### config.mk
export PLATFORM = sky130hd
export DESIGN_NAME = pio_bank
export DESIGN_NICKNAME = d
export VERILOG_FILES = /design/src/logic/pio_pkg.sv /design/src/logic/pio_byte.sv /design/src/logic/pio_bank.sv
export SDC_FILE = /design/constraint.sdc
export NUM_CORES = 1
export LEC_CHECK = 0
export ABC_CLOCK_PERIOD_IN_PS = 2400
export BUFFER_PORTS_ARGS = -buffer_cell sky130_fd_sc_hd__buf_2
export CAP_MARGIN = 20
export CORE_AREA = 2 2 405 407
export DETAILED_ROUTE_END_ITERATION = 12
export DIE_AREA = 0 0 407 409
export GPL_TIMING_DRIVEN = 0
export PLACE_DENSITY_LB_ADDON = 0.08
export SLEW_MARGIN = 10
export SYNTH_ARGS = -nofsm -noshare
export SYNTH_HDL_FRONTEND = slang
export SYNTH_HIERARCHICAL = 1
export SYNTH_SLANG_ARGS = --single-unit
### constraint.sdc
create_clock -name i_mclk -period 2.4 [get_ports i_mclk]
set_input_delay 0.24 -clock i_mclk [delete_from_list [all_inputs] [get_ports i_mclk]]
set_output_delay 0.24 -clock i_mclk [all_outputs]
set_load 0.005 [all_outputs]
### src/logic/pio_pkg.sv
// constants and register map for the parallel i/o port bank
// Functional notes
// - port zero and port one each split into independent low and high bytes
// - port two has 16 lines, port three 15 without bit 14, four has 8
// - port five is 16 input-only lines; ports six to eight have 8 each
// - every pin level is latched once per state time, either direction
// - input pin: write updates latch only, read returns sampled pin
// - input pin: read-modify-write reads pin, stores result in latch
// - direction one enables driver; write lands in latch and on pin
// - output pin: reads and modify reads return the latch
// - ports 2,3,4,6,7,8 have per-pin open-drain select, drives low only
// - one threshold bit per byte; ports zero, one, two, three, five take two
// - direction and drive mode work whatever threshold is chosen
// - every line has one alternate function that software enables
// - alternate output reaches pin only when direction is output
// - some alternate outputs needed after reset set direction themselves
// - pin value is latch and alternate data, except pwm outputs
// - direction resets to input; alternate input reads the pin level
// - bus-type alternate functions switch direction by hardware
package pio_pkg;
  localparam int PIO_NBYTES = 14;
  localparam int PIO_NPINS = 112;
  // byte order: p0l p0h p1l p1h p2 p2 p3 p3 p4 p5 p5 p6 p7 p8
  localparam int PIO_P5_BYTE = 9;
  localparam int PIO_GAP_PIN = 62;
  localparam logic [13:0] PIO_OUT_BYTES = 14'h39ff;
  localparam logic [13:0] PIO_OD_BYTES = 14'h39f0;
  localparam logic [111:0] PIO_PIN_MASK =
    112'hffff_ffff_ffff_bfff_ffff_ffff_ffff;
  localparam logic [2:0] PIO_RGN_DATA = 3'h0;
  localparam logic [2:0] PIO_RGN_DIR = 3'h1;
  localparam logic [2:0] PIO_RGN_OD = 3'h2;
  localparam logic [2:0] PIO_RGN_THR = 3'h3;
  localparam logic [3:0] PIO_THR_LO_IDX = 4'h0;
  localparam logic [3:0] PIO_THR_HI_IDX = 4'h1;
  localparam logic [3:0] PIO_IDX_LIMIT = 4'he;
  localparam logic [7:0] PIO_LAT_RST = 8'h00;
  localparam logic [7:0] PIO_CTL_RST = 8'h00;
  localparam logic [13:0] PIO_THR_RST = 14'h0000;
  localparam int PIO_CLK_PERIOD_NS = 100;
  localparam int PIO_STATE_TIME_NS = 200;
  localparam int PIO_STATE_CLKS_I =
    (PIO_STATE_TIME_NS + PIO_CLK_PERIOD_NS - 1) / PIO_CLK_PERIOD_NS;
  localparam logic [3:0] PIO_STATE_LAST = 4'(PIO_STATE_CLKS_I - 1);
  typedef enum logic [1:0] {
    PIO_MODE_LATCH = 2'h0,
    PIO_MODE_ALT = 2'h1,
    PIO_MODE_HW = 2'h3
  } pio_mode_t;
endpackage

### src/logic/pio_byte.sv
// one byte of port pins: latches, direction, drive and input sampling
`timescale 1ns/10ps
`default_nettype none
module pio_byte
  import pio_pkg::*;
#(
  parameter logic HAS_OUT = 1'b1,
  parameter logic HAS_OD = 1'b1,
  parameter logic [7:0] BIT_MASK = 8'hff,
  parameter logic [7:0] AUTO_MASK = 8'h00
) (
  input wire logic i_mclk,
  input wire logic i_rst,
  input wire logic i_sample,
  input wire logic i_wr_lat,
  input wire logic i_wr_dir,
  input wire logic i_wr_od,
  input wire logic [7:0] i_wdata,
  input wire logic [7:0] i_pin,
  input wire logic [7:0] i_alt_oen,
  input wire logic [7:0] i_alt_out,
  input wire logic [7:0] i_alt_pwm,
  input wire logic [7:0] i_hw_den,
  input wire logic [7:0] i_hw_dir,
  output logic [7:0] o_rd,
  output logic [7:0] o_dir,
  output logic [7:0] o_od,
  output logic [7:0] o_alt_in,
  output logic [7:0] o_pin_out,
  output logic [7:0] o_pin_oe
);
  logic [7:0] lat_reg, dir_reg, od_reg;
  logic [7:0] sync1_reg, sync2_reg, in_reg;
  logic [7:0] out_reg, oe_reg;
  wire [7:0] dir_cap = HAS_OUT ? BIT_MASK : 8'h00;
  wire [7:0] od_cap = HAS_OD ? BIT_MASK : 8'h00;
  wire [7:0] auto_dir = AUTO_MASK & i_alt_oen;
  wire [7:0] sw_dir = dir_reg | auto_dir;
  wire [7:0] dir_eff = ((i_hw_den & i_hw_dir) | (~i_hw_den & sw_dir))
    & dir_cap;
  wire [7:0] alt_plain = i_alt_oen & ~i_alt_pwm & i_alt_out & lat_reg;
  wire [7:0] alt_pwm = i_alt_oen & i_alt_pwm & i_alt_out;
  wire [7:0] val = alt_plain | alt_pwm | (~i_alt_oen & lat_reg);
  wire [7:0] oe_next = dir_eff & (~od_reg | ~val);
  wire [7:0] out_next = val & ~od_reg;

  always_ff @(posedge i_mclk) begin
    if (i_rst) begin
      lat_reg <= PIO_LAT_RST;
    end else if (i_wr_lat) begin
      lat_reg <= i_wdata & BIT_MASK;
    end
  end

  always_ff @(posedge i_mclk) begin
    if (i_rst) begin
      dir_reg <= PIO_CTL_RST;
      od_reg <= PIO_CTL_RST;
    end else begin
      if (i_wr_dir) begin
        dir_reg <= i_wdata & dir_cap;
      end
      if (i_wr_od) begin
        od_reg <= i_wdata & od_cap;
      end
    end
  end

  // data path only: left without reset so it settles from the pins
  always_ff @(posedge i_mclk) begin
    sync1_reg <= i_pin;
    sync2_reg <= sync1_reg;
  end

  // input latch cleared so alternate inputs never show unknowns
  always_ff @(posedge i_mclk) begin
    if (i_rst) begin
      in_reg <= PIO_LAT_RST;
    end else if (i_sample) begin
      in_reg <= sync2_reg & BIT_MASK;
    end
  end

  always_ff @(posedge i_mclk) begin
    if (i_rst) begin
      out_reg <= 8'h00;
      oe_reg <= 8'h00;
    end else begin
      out_reg <= out_next;
      oe_reg <= oe_next;
    end
  end

  assign o_rd = (dir_reg & lat_reg) | (~dir_reg & in_reg);
  assign o_dir = dir_reg;
  assign o_od = od_reg;
  assign o_alt_in = in_reg;
  assign o_pin_out = out_reg;
  assign o_pin_oe = oe_reg;
endmodule
`default_nettype wire

### src/logic/pio_bank.sv
// parallel i/o port bank: register port, state-time divider, byte slices
//
// Decided for this implementation: the address-and-strobe port and the register offsets.
`timescale 1ns/10ps
`default_nettype none
module pio_bank
  import pio_pkg::*;
#(
  parameter logic [111:0] AUTO_DIR_MASK = 112'h0000
) (
  input wire logic i_mclk,
  input wire logic i_rst,
  input wire logic [6:0] i_addr,
  input wire logic [7:0] i_wdata,
  input wire logic i_wr,
  input wire logic i_rd,
  input wire logic [111:0] i_pin,
  input wire logic [111:0] i_alt_oen,
  input wire logic [111:0] i_alt_out,
  input wire logic [111:0] i_alt_pwm,
  input wire logic [111:0] i_hw_den,
  input wire logic [111:0] i_hw_dir,
  output logic [7:0] o_rdata,
  output logic [111:0] o_pin_out,
  output logic [111:0] o_pin_oe,
  output logic [111:0] o_alt_in,
  output logic [13:0] o_thr_cmos
);
  logic [3:0] div_reg;
  logic [3:0] div_next;
  logic state_en_reg;
  logic state_en_next;
  logic [13:0] thr_reg;
  logic [13:0] thr_next;
  logic [7:0] rdata_reg;
  logic [7:0] rdata_next;
  logic [7:0] rd_b [16];
  logic [7:0] dir_b [16];
  logic [7:0] od_b [16];

  // register decode
  wire [2:0] rgn = i_addr[6:4];
  wire [3:0] idx = i_addr[3:0];
  wire idx_ok = idx < PIO_IDX_LIMIT;
  wire sel_data = (rgn == PIO_RGN_DATA) && idx_ok;
  wire sel_dir = (rgn == PIO_RGN_DIR) && idx_ok;
  wire sel_od = (rgn == PIO_RGN_OD) && idx_ok;
  wire sel_thr_lo = (rgn == PIO_RGN_THR) && (idx == PIO_THR_LO_IDX);
  wire sel_thr_hi = (rgn == PIO_RGN_THR) && (idx == PIO_THR_HI_IDX);
  wire wr_thr_lo = i_wr && sel_thr_lo;
  wire wr_thr_hi = i_wr && sel_thr_hi;

  // state-time enable; one pulse every state time
  wire div_wrap = div_reg == PIO_STATE_LAST;
  assign div_next = div_wrap ? 4'h0 : div_reg + 4'h1;
  assign state_en_next = div_wrap;

  always_ff @(posedge i_mclk) begin
    if (i_rst) begin
      div_reg <= 4'h0;
      state_en_reg <= 1'b0;
    end else begin
      div_reg <= div_next;
      state_en_reg <= state_en_next;
    end
  end

  // one selection bit per byte; the pad cells use it, logic ignores it
  assign thr_next = {
    wr_thr_hi ? i_wdata[5:0] : thr_reg[13:8],
    wr_thr_lo ? i_wdata : thr_reg[7:0]
  };

  always_ff @(posedge i_mclk) begin
    if (i_rst) begin
      thr_reg <= PIO_THR_RST;
    end else begin
      thr_reg <= thr_next;
    end
  end

  genvar b;
  generate
    for (b = 0; b < 16; b = b + 1) begin : g_byte
      if (b < PIO_NBYTES) begin : g_live
        wire hit = idx == 4'(b);
        pio_byte #(
          .HAS_OUT(PIO_OUT_BYTES[b]),
          .HAS_OD(PIO_OD_BYTES[b]),
          .BIT_MASK(PIO_PIN_MASK[b*8 +: 8]),
          .AUTO_MASK(AUTO_DIR_MASK[b*8 +: 8])
        ) u_byte (
          .i_mclk(i_mclk),
          .i_rst(i_rst),
          .i_sample(state_en_reg),
          .i_wr_lat(i_wr && sel_data && hit),
          .i_wr_dir(i_wr && sel_dir && hit),
          .i_wr_od(i_wr && sel_od && hit),
          .i_wdata(i_wdata),
          .i_pin(i_pin[b*8 +: 8]),
          .i_alt_oen(i_alt_oen[b*8 +: 8]),
          .i_alt_out(i_alt_out[b*8 +: 8]),
          .i_alt_pwm(i_alt_pwm[b*8 +: 8]),
          .i_hw_den(i_hw_den[b*8 +: 8]),
          .i_hw_dir(i_hw_dir[b*8 +: 8]),
          .o_rd(rd_b[b]),
          .o_dir(dir_b[b]),
          .o_od(od_b[b]),
          .o_alt_in(o_alt_in[b*8 +: 8]),
          .o_pin_out(o_pin_out[b*8 +: 8]),
          .o_pin_oe(o_pin_oe[b*8 +: 8])
        );
      end else begin : g_pad
        assign rd_b[b] = 8'h00;
        assign dir_b[b] = 8'h00;
        assign od_b[b] = 8'h00;
      end
    end
  endgenerate

  // read mux; a modify cycle is a read here followed by a write
  wire [7:0] rd_data = sel_data ? rd_b[idx] : 8'h00;
  wire [7:0] rd_dir = sel_dir ? dir_b[idx] : 8'h00;
  wire [7:0] rd_od = sel_od ? od_b[idx] : 8'h00;
  wire [7:0] rd_thr = sel_thr_lo ? thr_reg[7:0]
    : sel_thr_hi ? {2'h0, thr_reg[13:8]} : 8'h00;
  wire [7:0] rd_any = rd_data | rd_dir | rd_od | rd_thr;
  // data only in the cycle after the strobe, zero otherwise
  assign rdata_next = i_rd ? rd_any : 8'h00;

  always_ff @(posedge i_mclk) begin
    if (i_rst) begin
      rdata_reg <= 8'h00;
    end else begin
      rdata_reg <= rdata_next;
    end
  end

  assign o_rdata = rdata_reg;
  assign o_thr_cmos = thr_reg;
endmodule
`default_nettype wire

# Word level (Yosys, flattened, before mapping)
# Cells that the tools add are included.
# word_totals
regBits	839
in_bits	691
output_inout_bits	358
elab_cells	470
# op_classes
add_sub_neg	1
n_lt_le_gt_ge	2
eq_ne	17
n_mux	14
n_bitwise	281
reduce_logical	48
# ops
operator	count
$and A8 B8 Y8	148
$not A8 Y8	68
$or A8 B8 Y8	63
$bmux W8 S4	3
$mux W8	10
$logic_and A1 B1 Y1	44
$eq A4 B4 Y1 const B	6
$eq A4 B3 Y1 const B	4
$eq A4 B1 Y1 const B	2
$eq A4 B2 Y1 const B	2
$eq A3 B2 Y1 const B	2
$mux W6	1
$ge A5 B5 Y1 const B	1
$not A4 Y5	1
$add A4 B1 Y4 const B	1
$logic_not A4 Y1	1
$lt A4 B4 Y1 const B	1
$reduce_or A2 Y1	2
$eq A3 B1 Y1 const B	1
$logic_not A3 Y1	1
$not A1 Y1	1

# Logic depth before layout (Yosys ltp)
# depth
ltp_word	10
depth_mapped	10
depth_no_buf	6

# Cells and area by module
# The synthesis kept the hierarchy.
# by_module_without_submodules
mod	n_inst	cells_each	area_each_um2	seq_area_each_um2
pio_byte at g_byte[11].g_live.u_byte ...	7	194	2352.3	1281.2
pio_byte at g_byte[0].g_live.u_byte ...	4	168	1945.6	1121.1
pio_bank	1	534	4334.2	540.5
pio_byte at g_byte[10].g_live.u_byte ...	2	133	1456.4	800.8
pio_byte at g_byte[7].g_live.u_byte	1	178	2084.5	1141.1

# Worst setup path before layout
# Ideal clock, no wire load.
# synth_timing
path_kind	input to register
from	input port i_addr[2]
to	register g_byte[4].g_live.u_byte.od_reg[0]
setup_ns	0.117
arrival_ns	1.915
t_required_ns	2.283
path_slack_ns	0.367
path_stages	9
path_buffers	3
cell_sequence	buf_2 and3_1 nor3_2 nand2_1 buf_2 nor3_1 buf_4 mux2i_1 nor2_1
# synth_via
elab_chain_cells	4
elab_cells_between_ends	5
cone_classes	order compare: 1; eq/ne: 1; reduce/logical: 3
# synth_lines
item	line_no	text
start: declaration	pio_bank.sv:13	input wire logic [6:0] i_addr,
$lt A4 B4 Y1	pio_bank.sv:44	wire idx_ok = idx < PIO_IDX_LIMIT;
$logic_and A1 B1 Y1	pio_bank.sv:47	wire sel_od = (rgn == PIO_RGN_OD) && idx_ok;
$logic_and A1 B1 Y1	pio_bank.sv:98	.i_wr_od(i_wr && sel_od && hit),
$logic_and A1 B1 Y1 *	pio_bank.sv:98	
end signal: assignment	pio_byte.sv:64	od_reg <= i_wdata & od_cap;
end: declaration	pio_byte.sv:32	logic [7:0] lat_reg, dir_reg, od_reg;
# Mark *: on every way between the ends. The rest lies on a longest branch, timed or not.
# A chain may end at the register's enable or synchronous reset.

==> metrics.md <==
| Metric | Value |
|---|---|
| Max reg flops | `112` |
| Critical path launch point type | `register` |
| Area of placed instances | `41750 sq um` |
| Total power draw | `35630 uW` |
| Count of TritonRoute iterations in the first routing pass | `5` |
| Later-pin clock latency in the skew report | `0.72 ns` |
| Top Ports | `1049` |
| Wire length of the first global-routing pass | `240100 um` |
| Unrepaired setup endpoints after global routing | `no` |
| Class of the tightest hold or removal check | `in2reg` |
| Maximum number of pins on one net before global-route repair | `33` |
| Number of antenna violations at the first check in global routing | `31` |
| Number of max-cap violations | `0` |
| Gate count after technology mapping | `3000` |
| Pre-CTS setup slack | `-1.286 ns` |
| Tightest hold margin | `0.02838 ns` |
| Share of the clock period used by the worst path after layout | `99.01%` |
| Post-synth design cell area | `33540 sq um` |
| Setup TNS | `0 ns` |
| Status | `complete, no violations` |
| Post-synthesis area per instance | `11.18 sq um` |
| Post-route worst setup slack | `0.02378 ns` |
| Worst Clk Skew | `0.03274 ns` |
| Routability congestion estimate | `0.8624` |
| Number of clock sinks | `836` |
| Fraction of layout instances using a drive strength above 1 | `34.64%` |
| Synth Warn # | `6` |
| Final #Nets | `5569` |
| Via count of the first global-routing pass | `30720` |
| Worst vdd ir | `0.4758 mV` |
| Global router's overall resource usage | `20.62%` |
| WL/cell | `24.67 um` |
| Clock transition at path regs | `0.06 ns` |
| Die Width | `407 um` |
| Power density relative to cell area | `679.9 nW/um^2` |
| Number of hold-slack violations in the final timing report | `0` |
| Maximum cell stage delay along the critical path | `0.50 ns` |
| Number of core rows | `148` |
| Cell chosen for the clock root | `sky130_fd_sc_hd__clkbuf_16` |
| Worst-Margin Slew | `0.9985 ns` |
| Min Clock Period, post-route | `2.376 ns` |
| Routed Antenna Nets | `0` |
| Crit path capture type | `register` |
| Final count of negative-setup-slack endpoints | `0` |
| CP arrival | `2.98 ns` |
| Count of port buffers added during placement | `993` |
| CP max-delay cell | `sky130_fd_sc_hd__dfxtp_1` |
| Number of clock buffers inserted by TritonCTS | `106` |
| CTS tree | `built` |
| Number of max-slew violations in the final report | `0` |
| Final-layout fill cell count | `17070` |
| Vias/cell | `4.108` |
| Drt first-iter violations | `1292` |
| Biggest fanout along the worst timing path | `4` |
| Die Footprint | `166500 sq um` |
| Effective utilization at floorplan | `20.70%` |
| Data required time at the worst endpoint | `3.00 ns` |
| Maximum count of clock buffers along a single path | `3` |
| Area growth from synthesis to layout | `56.25%` |
| Area of the placeable core | `162000 sq um` |
| Clock H-tree levels | `3` |
| Leak | `0.02252 uW` |
| Max Clock Freq | `420.8 MHz` |
| Post-route cell area | `52410 sq um` |
| Max-slew headroom at the worst pin | `33.43%` |
| Die H | `409 um` |
| Detailed-placement wirelength estimate | `138200 um` |
| Gr ovfl total | `0` |
| Total Wirelength | `176300 um` |
| Post-CTS setup buffers | `0` |
| Count of vias placed by the detailed router | `29360` |
| CP cell instances | `mux2_2 -> mux2i_1 -> o22ai_1 -> nor2_1 -> a31oi_1 -> a211o_1` |
| Class of the most critical setup path | `reg2reg` |
| Post-route DRC | `0` |
-- final timing paths --
path | start | end | slack [ns] | cells past startpoint
min | i_alt_oen[70] | g_byte[8].g_live.u_byte/o_pin_oe[6] | 0.03 | 3
max reg2reg | g_byte[0].g_live.u_byte/o_dir[4] | o_rdata[4] | 0.02 | 6
max | g_byte[0].g_live.u_byte/o_dir[4] | o_rdata[4] | 0.02 | 6
min reg2reg | g_byte[4].g_live.u_byte/sync1_reg[3] | g_byte[4].g_live.u_byte/sync2_reg[3] | 0.32 | 0
-- critical path, delay by kind of cell (launching register included) --
| kind | cells | cell delay (ns) |
|---|---|---|
| AO/OA/AOI/OAI | 3 | 0.74 |
| multiplexers | 2 | 0.63 |
| flip-flops | 1 | 0.50 |
| AND/OR/NAND/NOR | 1 | 0.38 |
-- per-layer routing --
metal / global-route usage, % / wire length (um) / vias to the layer above
li1: - / - / 14100
met1: 26.01 / 77260 / 14220
met2: 36.07 / 86810 / 819
met3: 3.928 / 8532 / 207
met4: 4.489 / 3624 / 16
met5: 0 / 122 / -
-- power by group --
| part | internal [uW] | leakage, uW | switching, uW |
|---|---|---|---|
| Clock | 10100 | 0.00181 | 6750 |
| Sequential | 14400 | 0.00686 | 239 |
| Combinational | 2200 | 0.0138 | 2010 |
| Total | 26600 | 0.0225 | 9000 |
-- per-stage QoR --
step           instances  utilization (%)
3_3_place_gp        6246            25.63
4_1_cts             7141            32.32
5_1_grt             7144            32.34
6_report            7147            32.35
3_5_place_dp        6255            25.77
2_1_floorplan       3078                -
-- layout by cell type, fill, tap and decap left out, types with 64 or more instances in the layout --
cell type                       instances
sky130_fd_sc_hd__buf_2               1035
sky130_fd_sc_hd__dfxtp_1              833
sky130_fd_sc_hd__dlygate4sd3_1        688
sky130_fd_sc_hd__mux2i_1              557
sky130_fd_sc_hd__nor2_1               463
sky130_fd_sc_hd__buf_4                153
sky130_fd_sc_hd__mux2_2               152
sky130_fd_sc_hd__nor2b_1              118
sky130_fd_sc_hd__a21oi_1              112
sky130_fd_sc_hd__clkbuf_16            107
sky130_fd_sc_hd__conb_1                85
sky130_fd_sc_hd__inv_1                 64
-- area by class of cell --
class	count	area [sq um]	share of cell area, %
buffer	261	2028	3.870
timing repair buffer	1690	12070	23.04
tap	2175	2721	5.193
clock buffer	162	3214	6.133
clock inverter	36	451.7	0.8618
sequential	836	16740	31.94
antenna	6	15.01	0.02865
inverter	64	240.2	0.4584
multi-input combinational	1917	14920	28.48
-- timing repair --
item | CTS | global route
gates cloned | 0 | 0
endpoints found under the hold margin | 343 | 0
pin swaps | 0 | 1
setup endpoints to repair | 53 | 72
hold buffers | 688 | 0
resized for setup | 18 | 8
No activity file was read; power rests on OpenSTA's default activity.
